File: src/emr_pkg.sv
/*
 * Constants for the mode register write path of the memory device:
 * command decode bits, address field positions, reset values, timing.
 * Assumes a single 20 MHz clock domain and no software access.
 */
// Operation
// Controller programs extended register after power-up
// All strobes low, BA0 high: extended write
// Capture A0-A12, BA0, BA1 on command cycle
// Controller keeps banks idle, clock enable high
// Write completes in two clock cycles
// Captured A1 selects normal or weak drive
// Captured A0 enables or disables the DLL
// Rewrite allowed in operation when banks idle
// Same command with BA0 low writes base register
// A0 low DLL on, A1 low normal drive
package emr_pkg;
	localparam int ADDR_W        = 13;          // Address lines A0..A12
	localparam int BANK_W        = 2;           // Bank address lines
	localparam int REG_W         = ADDR_W + BANK_W;
	localparam int BA0_BIT       = 0;           // Selects extended versus base register
	localparam int DLL_BIT       = 0;           // A0 of captured field
	localparam int DRV_BIT       = 1;           // A1 of captured field
	localparam logic [REG_W-1:0] REG_RST = 15'h0000;
	localparam logic DLL_ON_LVL  = 1'b0;        // A0 low enables DLL
	localparam logic DRV_NORM_LVL = 1'b0;       // A1 low is normal drive
	// Completion time, in clock cycles
	localparam int MRD_CYC       = 2;
	localparam logic [1:0] MRD_LAST = 2'(MRD_CYC - 1);
endpackage

File: src/emr_ctrl.sv
/*
 * Device side of the mode register write: decodes the command pins,
 * captures address and bank bits into the extended or base register,
 * drives DLL enable and drive strength, and flags the busy window.
 * Assumes the controller keeps banks idle and clock enable high.
 */
`timescale 1ns/10ps
module emr_ctrl (
	// Clock and reset
	input  wire logic                      clk_sys,
	input  wire logic                      rst,
	// Command pins
	input  wire logic                      cs_n,
	input  wire logic                      ras_n,
	input  wire logic                      cas_n,
	input  wire logic                      we_n,
	input  wire logic                      cke,
	input  wire logic [emr_pkg::ADDR_W-1:0] addr,
	input  wire logic [emr_pkg::BANK_W-1:0] ba,
	// Register contents
	output      logic [emr_pkg::REG_W-1:0]  ext_mode_r,
	output      logic [emr_pkg::REG_W-1:0]  base_mode_r,
	output      logic                      ext_valid_r,
	output      logic                      base_valid_r,
	// Controls derived from the extended register
	output      logic                      dll_en,
	output      logic                      drv_weak,
	// Status
	output      logic                      busy,
	output      logic                      cmd_violation_r
);
	localparam int PW = 4 + 1 + emr_pkg::ADDR_W + emr_pkg::BANK_W;

	// Control strobes idle high after reset; inverting trick keeps reset constant
	localparam logic [PW-1:0] PIN_IDLE = {4'hF, 1'b0, 13'h0000, 2'h0};

	logic [PW-1:0] pin_raw;   // Packed pin bundle
	logic [PW-1:0] pin_s;     // Synchronised, reset-biased
	logic [PW-1:0] pin_q;     // Synchronised pin values
	logic          cs_q, ras_q, cas_q, we_q, cke_q;
	logic [emr_pkg::ADDR_W-1:0] addr_q;
	logic [emr_pkg::BANK_W-1:0] ba_q;
	logic          ext_wr, base_wr;
	logic [1:0]    mrd_cnt_r;  // Cycles left in completion window

	typedef enum logic [1:0] {ST_IDLE = 2'b01, ST_BUSY = 2'b10} wr_state_e;
	wr_state_e     state_r, state_nxt;

	assign pin_raw = {cs_n, ras_n, cas_n, we_n, cke, addr, ba};

	// Pins cross into clk_sys through two flip-flops
	emr_sync #(.W(PW)) u_sync (
		.clk_sys (clk_sys),
		.rst     (rst),
		.d       (pin_raw),
		.rst_val (PIN_IDLE),
		.q       (pin_s)
	);
	assign pin_q = pin_s ^ PIN_IDLE;
	assign {cs_q, ras_q, cas_q, we_q, cke_q, addr_q, ba_q} = pin_q;

	// Four strobes low with clock enable high is a mode write
	function automatic logic is_mode_cmd(input logic c, r, a, w, k);
		is_mode_cmd = !c && !r && !a && !w && k;
	endfunction

	// BA0 high picks the extended register, low the base register
	assign ext_wr  = is_mode_cmd(cs_q, ras_q, cas_q, we_q, cke_q) && ba_q[emr_pkg::BA0_BIT];
	assign base_wr = is_mode_cmd(cs_q, ras_q, cas_q, we_q, cke_q) && !ba_q[emr_pkg::BA0_BIT];

	// Extended register capture, same cycle as the command
	always_ff @(posedge clk_sys or posedge rst) begin
		if (rst) begin
			ext_mode_r  <= emr_pkg::REG_RST;
			ext_valid_r <= 1'b0;
		end else if (ext_wr && state_r == ST_IDLE) begin
			ext_mode_r  <= {addr_q, ba_q};
			ext_valid_r <= 1'b1;
		end
	end

	// Base register capture on the same command with BA0 low
	always_ff @(posedge clk_sys or posedge rst) begin
		if (rst) begin
			base_mode_r  <= emr_pkg::REG_RST;
			base_valid_r <= 1'b0;
		end else if (base_wr && state_r == ST_IDLE) begin
			base_mode_r  <= {addr_q, ba_q};
			base_valid_r <= 1'b1;
		end
	end

	// DLL and drive strength follow captured A0 and A1
	assign dll_en   = ext_valid_r &&
		(ext_mode_r[emr_pkg::BANK_W + emr_pkg::DLL_BIT] == emr_pkg::DLL_ON_LVL);
	assign drv_weak = ext_valid_r &&
		(ext_mode_r[emr_pkg::BANK_W + emr_pkg::DRV_BIT] != emr_pkg::DRV_NORM_LVL);

	// Next state of the completion window
	always_comb begin
		state_nxt = state_r;
		unique case (state_r)
			ST_IDLE: begin
				if (ext_wr || base_wr)
					state_nxt = ST_BUSY;
			end
			ST_BUSY: begin
				if (mrd_cnt_r == 2'h0)
					state_nxt = ST_IDLE;
			end
			default: state_nxt = ST_IDLE;
		endcase
	end

	// State register
	always_ff @(posedge clk_sys or posedge rst) begin
		if (rst)
			state_r <= ST_IDLE;
		else
			state_r <= state_nxt;
	end

	// Counts the cycle after the command out of the two-cycle window
	always_ff @(posedge clk_sys or posedge rst) begin
		if (rst)
			mrd_cnt_r <= 2'h0;
		else if (state_r == ST_IDLE && (ext_wr || base_wr))
			mrd_cnt_r <= emr_pkg::MRD_LAST - 2'h1;
		else if (mrd_cnt_r != 2'h0)
			mrd_cnt_r <= mrd_cnt_r - 2'h1;
	end

	assign busy = (state_r == ST_BUSY);

	// Any command during the window is flagged sticky until reset
	always_ff @(posedge clk_sys or posedge rst) begin
		if (rst)
			cmd_violation_r <= 1'b0;
		else if (busy && !cs_q)
			cmd_violation_r <= 1'b1;
	end
endmodule // emr_ctrl

File: src/emr_sync.sv
/*
 * Two-flop synchroniser for a bus of pin inputs.
 * Assumes the destination clock is clk_sys.
 */
`timescale 1ns/10ps
module emr_sync #(
	parameter int W = 1
) (
	// Clock and reset
	input  wire logic         clk_sys,
	input  wire logic         rst,
	// Data
	input  wire logic [W-1:0] d,
	input  wire logic [W-1:0] rst_val,
	output      logic [W-1:0] q
);
	logic [W-1:0] meta_r; // First stage, read only by second stage

	// Two flip-flop chain; both stages reset to zero, data is XORed with rst_val per bit
	always_ff @(posedge clk_sys or posedge rst) begin
		if (rst) begin
			meta_r <= '0;
			q      <= '0;
		end else begin
			meta_r <= d ^ rst_val;
			q      <= meta_r;
		end
	end
endmodule // emr_sync
File: config.mk
export PLATFORM = sky130hd
export DESIGN_NAME = emr_ctrl
export DESIGN_NICKNAME = d
export VERILOG_FILES = /design/src/emr_pkg.sv /design/src/emr_ctrl.sv /design/src/emr_sync.sv
export SDC_FILE = /design/constraint.sdc
export NUM_CORES = 1
export LEC_CHECK = 0
export BUFFER_PORTS_ARGS = -buffer_cell sky130_fd_sc_hd__buf_2
export CAP_MARGIN = 20
export CORE_AREA = 2 2 85 87
export CTS_BUF_LIST = sky130_fd_sc_hd__clkbuf_4 sky130_fd_sc_hd__clkbuf_8
export CTS_CLUSTER_DIAMETER = 150
export DETAILED_ROUTE_END_ITERATION = 10
export DIE_AREA = 0 0 87 89
export GPL_ROUTABILITY_DRIVEN = 0
export PLACE_DENSITY = 0.67
export REMOVE_ABC_BUFFERS = 1
export SLEW_MARGIN = 20
export SYNTH_ARGS = -nofsm -noshare
export SYNTH_HDL_FRONTEND = slang
export SYNTH_HIERARCHICAL = 1
export SYNTH_SLANG_ARGS = --single-unit
File: constraint.sdc
create_clock -name clk_sys -period 1.4 [get_ports clk_sys]
set_input_delay 0.21 -clock clk_sys [delete_from_list [all_inputs] [get_ports clk_sys]]
set_output_delay 0.21 -clock clk_sys [all_outputs]
set_load 0.005 [all_outputs]
==> metrics.yaml <==
path_clk_slew_ps: 70
cts_tree: "built"
ff_latch_area_sq_um: 1928
syn_avg_cell_area_sq_um: 17.21
r2r-end: "ext_mode_r[6]"
placed_cell_area_sq_um: 3171
cp.required_ps: 1630
detail_route.first_pass.iterations: 4
final_cells: 334
root_buffer: "clkbuf_8"
drc_errors: 0
cts_buffer_depth: 2
cp-end-kind: "register"
fill_cells: 570
final.setup_skew_ps: 5.645
synth_flop_cell: "dfrtp_1"
switching_share: 0.2420
rr_startpoint: "state_r[1]"
total_power_mw: 5.623
yosys_warnings: 6
cp.arrival_ps: 1650
dieArea_sq_um: 7743
fp.dieW_um: 87
placedCellCount: 315
critPathLaunchType: "register"
num_rows: 30
path_max_fanout: 8
clkPwrFrac: 0.296
r2r_cells: 3
period_share: 1.015
synthDistinctLibCells: 22
regToRegSetupSlack_ps: -20
hold_viol_final: 0
wl_per_cell_um: 13.31
pwr-share-comb: 0.184
n_antenna_cell: 0
initialDrtViolationCount: 38
max_freq_mhz: 703.5
drive_above_1_share: 0.4803
grt_max_degree: 41
rsz0062_at_grt: "true"
worstSkewPairLatency_ps: 340
post-dp-hpwl_mm: 2.758
syn_inst: 156
crit_chain: "nor2b_4, and4_4, mux2_2"
synthesis.area_sq_um: 2685
async_flop_share: 1.000
vias: 1416
grt_overflow: 0
endpoint: "ext_mode_r[6]"
synth_area_leader_cell: "dfrtp_1"
synth_edf_count: 0
syn2layout_area_growth_pct: 28.98
drt_wl_total_mm: 4.444
track_usage: 0.1265
seq_area_frac_synth: 0.7181
grt_pass1_wl_mm: 7.010
critical_path_class: "reg2reg"
switchingPower_mw: 1.361
startpoint: "state_r[1]"
fp.coreArea_sq_um: 6719
min_path_type: "in2reg"
setup_ws_ps: -21.42
synth_common_cells: "dfrtp_1 (76), xor2_1 (21), mux2_2 (20), mux2_4 (8)"
slowest_stage: "dfrtp_1"
io_pins: 58
slew_violations: 0
ant_nets: 0
intPower_mw: 4.262
status: "finished with violations"
ys_ff_latch: 77
synth_top_area_frac: 0.7083
whs_ps: 39.68
seqPwrFrac: 0.520
die_h_um: 89
multi_input_area_sq_um: 810.8
cap_violations: 0
period_needed_ps: 1421
grt_pass1_vias: 1452
portBuffers: 57
slowest_delay_ps: 410
antenna_found_initial: 0
p_leak_nw: 1.783
stdcell_area_sq_um: 3463
start_util: 0.3996
p_per_area_nw_per_um2: 1624
viasPerCell: 4.240
vdd_drop_max_mv: 0.6293
fin_nets: 272
setup_violations: 9
violations: "negative setup slack"
htreeDepth: 3
cts_sinks: 77
synthTopCellsByArea: "dfrtp_1 (71%), mux2_2 (8.4%), xor2_1 (6.8%)"
numCtsBuffers: 9
synth.most_common_cell: "dfrtp_1"
## sequential cells by signal, indices dropped and copies added (netlist names)
register / flops
ext_valid_r: 1
mrd_cnt_r: 2
u_sync/q: 20
ext_mode_r: 15
base_mode_r: 15
base_valid_r: 1
cmd_violation_r: 1
u_sync/meta_r: 20
state_r: 2
## metrics by stage
stage	utilization	setup slack, ps	setup TNS (ps)
floorplan	-	6.001	0
global placement	0.4719	-33.15	-196.9
detailed placement	0.4719	-68.61	-478.1
CTS	0.5071	-43.76	-277.2
global route	0.5155	-64.30	-876.4
finish	0.5155	-21.42	-107.2
## power groups by stage
stage / registers, mW / clock network (mW) / logic (mW)
after floorplan: 2.96 / 0 / 0.466
after global placement: 2.96 / 0 / 0.974
after detailed placement: 2.97 / 0 / 0.999
after CTS: 2.94 / 1.71 / 1.02
after global routing: 2.99 / 1.82 / 1.15
final: 2.93 / 1.66 / 1.04
## worst max-delay path: cells and delay by family, from the launching register on
kind             cells  cell delay, ps
DFF                  1             410
and+or+nand+nor      2             550
muxes                1             360
## metal layers
layer | global-route usage | wire, um
met5 | 0 | 0
met4 | 0.07244 | 74
met3 | 0.05448 | 281
met2 | 0.1922 | 2135
met1 | 0.1513 | 1953
## layout by cell type, fill, tap and decap left out, types with 2 or more instances in the layout
cell and count:
and2_1 2, and4_4 3, buf_12 2, buf_2 57, buf_4 2, buf_6 3, clkbuf_4 2, clkbuf_8 10
clkinv_2 2, conb_1 20, dfrtp_1 76, inv_1 3, mux2_2 14, mux2_4 14, nor2_1 4, nor2b_1 2
nor2b_4 2, or2_2 3, xor2_1 21
## area by class of cell
class	instances	area share
clock inverters	4	0.01373
well taps	80	0.02890
flip-flops and latches	77	0.5567
inverters	4	0.004335
multi-input cells	91	0.2341
clock buffers	12	0.04408
repair buffers	66	0.1181
## cell families (layout without fill, tap and decap cells)
family,after synthesis,count (layout),share of synthesized area
mux,28,28,0.1286
fa+ha+maj,1,1,0.004659
flops,77,77,0.7181
xor+xnor,21,21,0.06850
other cells,2,20,0.002797
compound gates,2,2,0.005125
simple gates,18,19,0.04986
buf+inv,7,86,0.02236
## worst min path at each step
stage                         to  cells past startpoint  start
2_1_floorplan  u_sync/meta_r[16]                      1   we_n
3_3_place_gp         u_sync/q[9]                      3    rst
3_5_place_dp   u_sync/meta_r[12]                      3    rst
4_1_cts        u_sync/meta_r[16]                      2   we_n
5_1_grt        u_sync/meta_r[16]                      2   we_n
6_report       u_sync/meta_r[19]                      2   cs_n
## timing repair
item,4_1_cts,5_1_grt
endpoints found under the setup margin,15,20
hold endpoints to repair,76,0
gates cloned,1,1
pin swaps,1,1
resized for setup,5,8
hold buffers,1,0
buffers inserted,0,0
(Power assumes the default switching activity.)
